$ cat config.mk
export PLATFORM = sky130hd
export DESIGN_NAME = lsp_ctrl
export DESIGN_NICKNAME = d
export VERILOG_FILES = /design/src/hdl/lsp_pkg.sv /design/src/hdl/lsp_sync.sv /design/src/hdl/lsp_ctrl.sv
export SDC_FILE = /design/constraint.sdc
export NUM_CORES = 1
export LEC_CHECK = 0
export ABC_AREA = 1
export BUFFER_PORTS_ARGS = -buffer_cell sky130_fd_sc_hd__buf_2
export CAP_MARGIN = 20
export CORE_MARGIN = 1
export CORE_UTILIZATION = 65
export DETAILED_ROUTE_END_ITERATION = 8
export PLACE_DENSITY = 0.8
export SETUP_SLACK_MARGIN = 0.4
export SYNTH_ARGS = -nofsm -noshare
export SYNTH_HDL_FRONTEND = slang
export SYNTH_SLANG_ARGS = --single-unit
$ cat constraint.sdc
create_clock -name CLOCK -period 4.1 [get_ports CLOCK]
set_clock_uncertainty 0.1 [all_clocks]
set_input_delay 0 -clock CLOCK [delete_from_list [all_inputs] [get_ports CLOCK]]
set_output_delay 0 -clock CLOCK [all_outputs]
set_load 0.1 [all_outputs]
$ cat src/hdl/lsp_pkg.sv
// Purpose: shared constants and types of the led string select pwm controller
// Assumes: 125 MHz system clock
// Notes: all timing counts are derived from the times below
package lsp_pkg;

    // clock
    localparam int CLOCK_HZ = 125_000_000;
    localparam int CLOCK_PERIOD_NS = 8;

    // switching cycle
    localparam int FOSC_HZ = 66_000;
    localparam int PERIOD_CYC = CLOCK_HZ / FOSC_HZ;
    localparam int MAX_DUTY_PCT = 79;
    localparam int MAX_ON_CYC = (PERIOD_CYC * MAX_DUTY_PCT) / 100;
    localparam int MIN_ON_TIME_NS = 250;
    localparam int MIN_ON_CYC = (MIN_ON_TIME_NS + CLOCK_PERIOD_NS - 1) / CLOCK_PERIOD_NS;
    localparam int BLANK_TIME_NS = 750;
    localparam int BLANK_CYC = (BLANK_TIME_NS + CLOCK_PERIOD_NS - 1) / CLOCK_PERIOD_NS;
    localparam int FOLDBACK_PERIODS = 3;

    // line-off debounce
    localparam int LINE_OFF_DEBOUNCE_MS = 19;
    localparam int LINE_OFF_DEBOUNCE_CYC = LINE_OFF_DEBOUNCE_MS * (CLOCK_HZ / 1000);

    // state widths
    localparam int CYC_W = 11;
    localparam int DEB_W = 22;
    localparam int SKIP_W = 2;

    localparam logic [CYC_W-1:0] PERIOD_LAST = CYC_W'(PERIOD_CYC - 1);
    localparam logic [CYC_W-1:0] MAX_ON_LAST = CYC_W'(MAX_ON_CYC - 1);
    localparam logic [CYC_W-1:0] MIN_ON_LAST = CYC_W'(MIN_ON_CYC - 1);
    localparam logic [CYC_W-1:0] BLANK_END = CYC_W'(BLANK_CYC);
    localparam logic [SKIP_W-1:0] FOLD_SKIP = SKIP_W'(FOLDBACK_PERIODS);

    // string select codes, bit 0 drives string one
    localparam logic [1:0] SEL_STRING_ONE = 2'h1;

    typedef enum logic [1:0] {
        PWR_OFF,
        PWR_RUN,
        PWR_HALT
    } lsp_pwr_t;

    // comparator flags as seen by the control logic
    typedef struct packed {
        logic vdd_above_on;
        logic vdd_above_off;
        logic vdd_below_reset;
        logic line_above_on;
        logic line_below_off;
        logic ramp_at_error;
        logic cs_above_limit;
        logic cs_above_short;
    } lsp_cmp_t;

    typedef struct packed {
        lsp_cmp_t s1;
        lsp_cmp_t s2;
        lsp_cmp_t s3;
        lsp_cmp_t filt;
    } lsp_sync_t;

    typedef struct packed {
        lsp_pwr_t pwr;
        logic [1:0] sel;
        logic swap_pending;
        logic line_present;
        logic [DEB_W-1:0] deb;
        logic [CYC_W-1:0] cyc;
        logic [SKIP_W-1:0] skip;
        logic gate;
    } lsp_state_t;

    localparam lsp_state_t STATE_RESET = '{
        pwr: PWR_OFF,
        sel: SEL_STRING_ONE,
        swap_pending: 1'b0,
        line_present: 1'b0,
        deb: '0,
        cyc: '0,
        skip: '0,
        gate: 1'b0
    };

endpackage

$ cat src/hdl/lsp_sync.sv
// Purpose: three-stage synchroniser and agreement filter for comparator flags
// Assumes: flags are asynchronous to the clock
// Notes: a flag changes once the second and third stages agree
`timescale 1ns/1ps
module lsp_sync
    import lsp_pkg::*;
(
    // clock and reset
    input wire logic clk,
    input wire logic rst_b,
    input wire logic clk_en,
    // flags
    input wire lsp_cmp_t raw,
    output lsp_cmp_t filt
);

    lsp_sync_t st_q;
    lsp_sync_t st_d;

    // the first stage feeds only the second
    always_comb begin
        st_d = st_q;
        st_d.s1 = raw;
        st_d.s2 = st_q.s1;
        st_d.s3 = st_q.s2;
        st_d.filt = (st_q.s2 & st_q.s3) | (st_q.filt & (st_q.s2 | st_q.s3));
    end

    always_ff @(posedge clk or negedge rst_b) begin
        if (!rst_b) begin
            st_q <= '0;
        end else if (clk_en) begin
            st_q <= st_d;
        end
    end

    assign filt = st_q.filt;

endmodule

$ cat src/hdl/lsp_ctrl.sv
// Purpose: gate-drive pwm, supply sequencing and led string select state machine
// Assumes: comparator flags arrive asynchronously; one 125 MHz clock
// Notes: assertions expect CLK_EN held high while they run
// Functional notes
// - no switching until supply rises above turn-on level.
// - below turn-off level gate stops, string select logic keeps state.
// - below reset level all logic resets, string one selected next.
// - fixed 66 kHz cycle, each cycle outside foldback skips starts a new gate pulse.
// - pulse ends when ramp reaches error level.
// - pulse ends by 79 percent of the period.
// - each pulse lasts at least 250 ns.
// - line present above on threshold, absent below off threshold.
// - after first power-up string one selected, string two off.
// - line absent starts a 19 ms timer.
// - timer expiry before supply drop swaps selection at next power-up.
// - gate drive stops as soon as the timer expires.
// - each qualifying off-on cycle toggles selection, exactly one active.
// - current sense ignored for first 750 ns of each cycle.
// - current limit ends the pulse, next cycle pulses again.
// - short level ends pulse and skips three cycles.
`timescale 1ns/1ps
module lsp_ctrl
    import lsp_pkg::*;
#(
    parameter int unsigned DEBOUNCE_CYCLES = LINE_OFF_DEBOUNCE_CYC
)
(
    // clock and reset
    input wire logic CLOCK,
    input wire logic RST_B,
    input wire logic CLK_EN,
    // supply comparators
    input wire logic VDD_ABOVE_ON,
    input wire logic VDD_ABOVE_OFF,
    input wire logic VDD_BELOW_RESET,
    // line detect comparators
    input wire logic LINE_ABOVE_ON,
    input wire logic LINE_BELOW_OFF,
    // pwm and current sense comparators
    input wire logic RAMP_AT_ERROR,
    input wire logic CS_ABOVE_LIMIT,
    input wire logic CS_ABOVE_SHORT,
    // outputs
    output logic GATE_DRIVE_OUT,
    output logic STRING_ONE_SELECT,
    output logic STRING_TWO_SELECT
);

    localparam logic [DEB_W-1:0] DEB_LAST = DEB_W'(DEBOUNCE_CYCLES - 1);

    lsp_cmp_t raw;
    lsp_cmp_t cmp;
    lsp_state_t st_q;
    lsp_state_t st_d;
    logic sense_open;

    assign raw = '{
        vdd_above_on: VDD_ABOVE_ON,
        vdd_above_off: VDD_ABOVE_OFF,
        vdd_below_reset: VDD_BELOW_RESET,
        line_above_on: LINE_ABOVE_ON,
        line_below_off: LINE_BELOW_OFF,
        ramp_at_error: RAMP_AT_ERROR,
        cs_above_limit: CS_ABOVE_LIMIT,
        cs_above_short: CS_ABOVE_SHORT
    };

    lsp_sync u_sync (
        .clk(CLOCK),
        .rst_b(RST_B),
        .clk_en(CLK_EN),
        .raw(raw),
        .filt(cmp)
    );

    // current sense looked at only after the blanking window
    assign sense_open = (st_q.cyc >= BLANK_END);

    always_comb begin
        st_d = st_q;
        if (cmp.line_above_on) begin
            st_d.line_present = 1'b1;
        end else if (cmp.line_below_off) begin
            st_d.line_present = 1'b0;
        end
        case (st_q.pwr)
            PWR_OFF: begin
                st_d.gate = 1'b0;
                st_d.cyc = '0;
                st_d.skip = '0;
                st_d.deb = '0;
                if (cmp.vdd_above_on && cmp.vdd_above_off) begin
                    st_d.pwr = PWR_RUN;
                    st_d.gate = 1'b1;
                    if (st_q.swap_pending) begin
                        st_d.sel = {st_q.sel[0], st_q.sel[1]};
                    end
                    st_d.swap_pending = 1'b0;
                end
            end
            PWR_RUN: begin
                if (!cmp.vdd_above_off) begin
                    // supply lost first: no swap, selection held
                    st_d.pwr = PWR_OFF;
                    st_d.gate = 1'b0;
                    st_d.deb = '0;
                end else if (!st_q.line_present && st_q.deb == DEB_LAST) begin
                    st_d.pwr = PWR_HALT;
                    st_d.gate = 1'b0;
                    st_d.swap_pending = 1'b1;
                    st_d.deb = '0;
                end else begin
                    if (st_q.line_present) begin
                        st_d.deb = '0;
                    end else begin
                        st_d.deb = st_q.deb + 1'b1;
                    end
                    if (st_q.cyc == PERIOD_LAST) begin
                        st_d.cyc = '0;
                        if (st_q.skip != '0) begin
                            st_d.skip = st_q.skip - 1'b1;
                            st_d.gate = 1'b0;
                        end else begin
                            st_d.gate = 1'b1;
                        end
                    end else begin
                        st_d.cyc = st_q.cyc + 1'b1;
                        if (st_q.gate) begin
                            if (sense_open && cmp.cs_above_short) begin
                                st_d.gate = 1'b0;
                                st_d.skip = FOLD_SKIP;
                            end else if (sense_open && cmp.cs_above_limit) begin
                                st_d.gate = 1'b0;
                            end else if (st_q.cyc >= MIN_ON_LAST && cmp.ramp_at_error) begin
                                st_d.gate = 1'b0;
                            end else if (st_q.cyc >= MAX_ON_LAST) begin
                                st_d.gate = 1'b0;
                            end
                        end
                    end
                end
            end
            PWR_HALT: begin
                // wait for the supply to fall before a new power-up
                st_d.gate = 1'b0;
                st_d.cyc = '0;
                st_d.skip = '0;
                st_d.deb = '0;
                if (!cmp.vdd_above_off) begin
                    st_d.pwr = PWR_OFF;
                end
            end
            default: begin
                st_d = STATE_RESET;
            end
        endcase
        if (cmp.vdd_below_reset) begin
            st_d = STATE_RESET;
        end
    end

    always_ff @(posedge CLOCK or negedge RST_B) begin
        if (!RST_B) begin
            st_q <= STATE_RESET;
        end else if (CLK_EN) begin
            st_q <= st_d;
        end
    end

    assign GATE_DRIVE_OUT = st_q.gate;
    assign STRING_ONE_SELECT = st_q.sel[0];
    assign STRING_TWO_SELECT = st_q.sel[1];
endmodule

==> results_dict.tcl <==
set metrics [dict create \
    status "complete, no violations" \
    syn_area_per_cell_um2 7.67 \
    synth_area_um2 4190 \
    synth-seq-area-share_pct 44.2 \
    fin_crit_ns 2.39 \
    drive_gt1_share_pct 12.1 \
    regArea_um2 1850 \
    cpMaxStageDelayCell "nor2_2" \
    die_width_um 82.3 \
    gp_congestion 0.900 \
    cts_root_buf "clkbuf_8" \
    tightest_slew_ns 0.931 \
    antenna_found_initial 0 \
    layout_common_cells "151 x nand2_1, 73 x dfrtp_1, 61 x inv_1" \
    leakage_uw 0.00213 \
    vias 3620 \
    critPathMaxFanout 12 \
    drt_iter0_drc 282 \
    layout.cells.most_common "nand2_1" \
    htreeDepth 3 \
    drv_cap 0 \
    yosys.area.top_type "dfrtp_1" \
    finalCritPeriodShare_pct 58.3 \
    syn_inst 547 \
    grtUsageTotal_pct 28.8 \
    peakVddDrop_v 0.000366 \
    via_per_inst 5.60 \
    detailed_place_hpwl_um 5960 \
    hp-class "in2reg" \
    p_per_area_nw_per_um2 394 \
    routed_wl_um 8620 \
    yosysUniqueCellTypes 43 \
    cts_tree "built" \
    setup_viol 0 \
    synth_seq_cells 74 \
    die_area_um2 6780 \
    max_slew_margin_pct 37.9 \
    clk_latency_ns 0.35 \
    cts.path.max_buffers 2 \
    area_growth_pct 9.46 \
    diodes 0 \
    yosys-top-cells-area "dfrtp_1 44%, nand2_1 14%, inv_1 5.5%" \
    post_drt_wl_per_cell_um 13.3 \
    synth.top_cell.area_share_pct 43.6 \
    slowest_delay_ns 0.47 \
    drv_slew 0 \
    worst_setup_path_end_kind "flop" \
    syn-num-nets 567 \
    hold_viol 0 \
    finalNetCount 587 \
    crit_path_start_kind "flop" \
    port_buffers 13 \
    r2r_slack_ns 1.71 \
    cts.sinks 74 \
    overflow 0 \
    pin_count 14 \
    ant_nets 0 \
    multi_input_area_um2 2030 \
    crit_top_cell "nand2_1" \
    grt_pass1_vias 3264 \
    fp-row-count 28 \
    die_y_um 82.3 \
    critPathKind "reg2reg" \
    fillers 459 \
    fin_setup_tns_ns 0 \
    detail_route.first_pass.iterations 5 \
    core_um2 6060 \
    rsz0062_at_grt "no" \
    drc 0 \
    crit_arrival_ns 2.57 \
    grt_max_degree 75 \
    grt_pass1_wl_um 14500 \
    clkTransAtPathRegs_ns 0.08 \
    holdWs_ns 0.128 \
    cp_cell_sequence "inv_1 > ha_1 > nand2_1 > nor2_1 > nand2_1 > nor2_2 > inv_2 > nor2_1 > nand2_1 > o21ai_1" \
    max_freq_mhz 418 \
    yosysWarnings 0 \
    numCtsBuffers 9 \
    critical_path_required_ns 4.28 \
    start_util_pct 69.2 \
]
[final timing paths]
check / from / cells past startpoint / endpoint
min in group asynchronous: RST_B / 2 / st_q[21]
min: CLK_EN / 4 / u_sync.st_d[17]
max reg2reg: st_q[41] / 10 / st_q[16]
max: st_q[41] / 10 / st_q[16]
max in group asynchronous: RST_B / 2 / u_sync.st_d[19]
min reg2reg: u_sync.st_d[14] / 2 / u_sync.st_d[14]
[through the flow]
step	instance area, µm²	setup slack (ns)	std cells	utilization, %	power, µW
after floorplan	4190	2.41	547	-	1150
after global placement	4300	1.85	622	70.9	1230
after detailed placement	4300	1.79	622	70.9	1240
after CTS	4590	1.78	647	75.7	1820
after global routing	4590	1.55	647	75.7	1910
final	4590	1.71	647	75.7	1810
[routing by layer]
metal / vias up / wire, µm / global-route usage [%]
met5: - / 0 / 0
met4: 0 / 140 / 12.3
met3: 15 / 472 / 5.27
met2: 105 / 3810 / 44.0
met1: 1687 / 4190 / 40.1
li1: 1813 / - / -
[cell usage after synthesis]
master    instances
o311ai_1          1
dfrtp_1          73
nand3_2           1
o21ai_0          27
nor3_2            2
nor4_1            1
nor2b_1           1
xor2_1           11
a21oi_1           9
o31ai_1           1
buf_4             1
o221ai_1          1
inv_2             4
o21ai_1          11
nand2_2           8
ha_1              9
nor2_4            4
nand2_1         151
nand4_1          18
dfstp_2           1
clkbuf_1          8
and3_1            1
inv_1            61
nor2_1           60
nand3_1          28
nor3_1            9
o211ai_1          7
buf_1             2
o21a_1            1
nor4_2            1
a31oi_1           1
a21oi_2           1
o211a_1           1
o21ai_2           8
nor2_2            5
nand2_4           2
nand3b_1          2
a211oi_1          1
a21oi_4           1
buf_2             2
o22ai_1           8
nor3_4            1
buf_6             1
[sequential cells by signal, summed over array words and instances (netlist names)]
name               count
STRING_TWO_SELECT      1
u_sync.st_q            8
u_sync.filt            8
st_q                  39
u_sync.st_d           16
GATE_DRIVE_OUT         1
STRING_ONE_SELECT      1
[kinds of logic (layout without fill, tap and decap cells)]
family | count (synthesis) | count (layout) | synth area share (%)
adder cells (fa/ha/maj) | 9 | 9 | 2.69
AO/OA/AOI/OAI | 79 | 79 | 11.7
flip-flops | 74 | 74 | 44.2
XOR/XNOR | 11 | 11 | 2.30
buffers and inverters | 79 | 104 | 7.40
AND/OR/NAND/NOR | 295 | 295 | 31.8
[power by group]
part	total (µW)	switching (µW)	leakage, µW	internal [µW]
clock network	574	276	0.000106	298
registers	861	60.8	0.000978	800
logic	372	270	0.00105	103
total	1810	606	0.00213	1200
[layout make-up]
class	instances	area share [%]
multi-input cells	394	44.2
clock inverters	6	1.44
well taps	75	2.04
flip-flops and latches	74	40.4
repair buffers	23	3.60
clock buffers	10	3.00
inverters	65	5.32
[worst max-delay path, delay by kind of cell (launching register included)]
| family | cells | cell delay, ns |
|---|---|---|
| AND/OR/NAND/NOR | 6 | 1.02 |
| adder cells (fa/ha/maj) | 1 | 0.42 |
| flip-flops | 1 | 0.41 |
| buffers and inverters | 2 | 0.30 |
| AO/OA/AOI/OAI | 1 | 0.06 |
[repair_timing]
item                      CTS  global route
hold endpoints to repair   81             0
buffers inserted            0             0
gates resized for setup     0             0
hold buffers                9             0
Note: power is estimated with default switching activity, not from simulation.
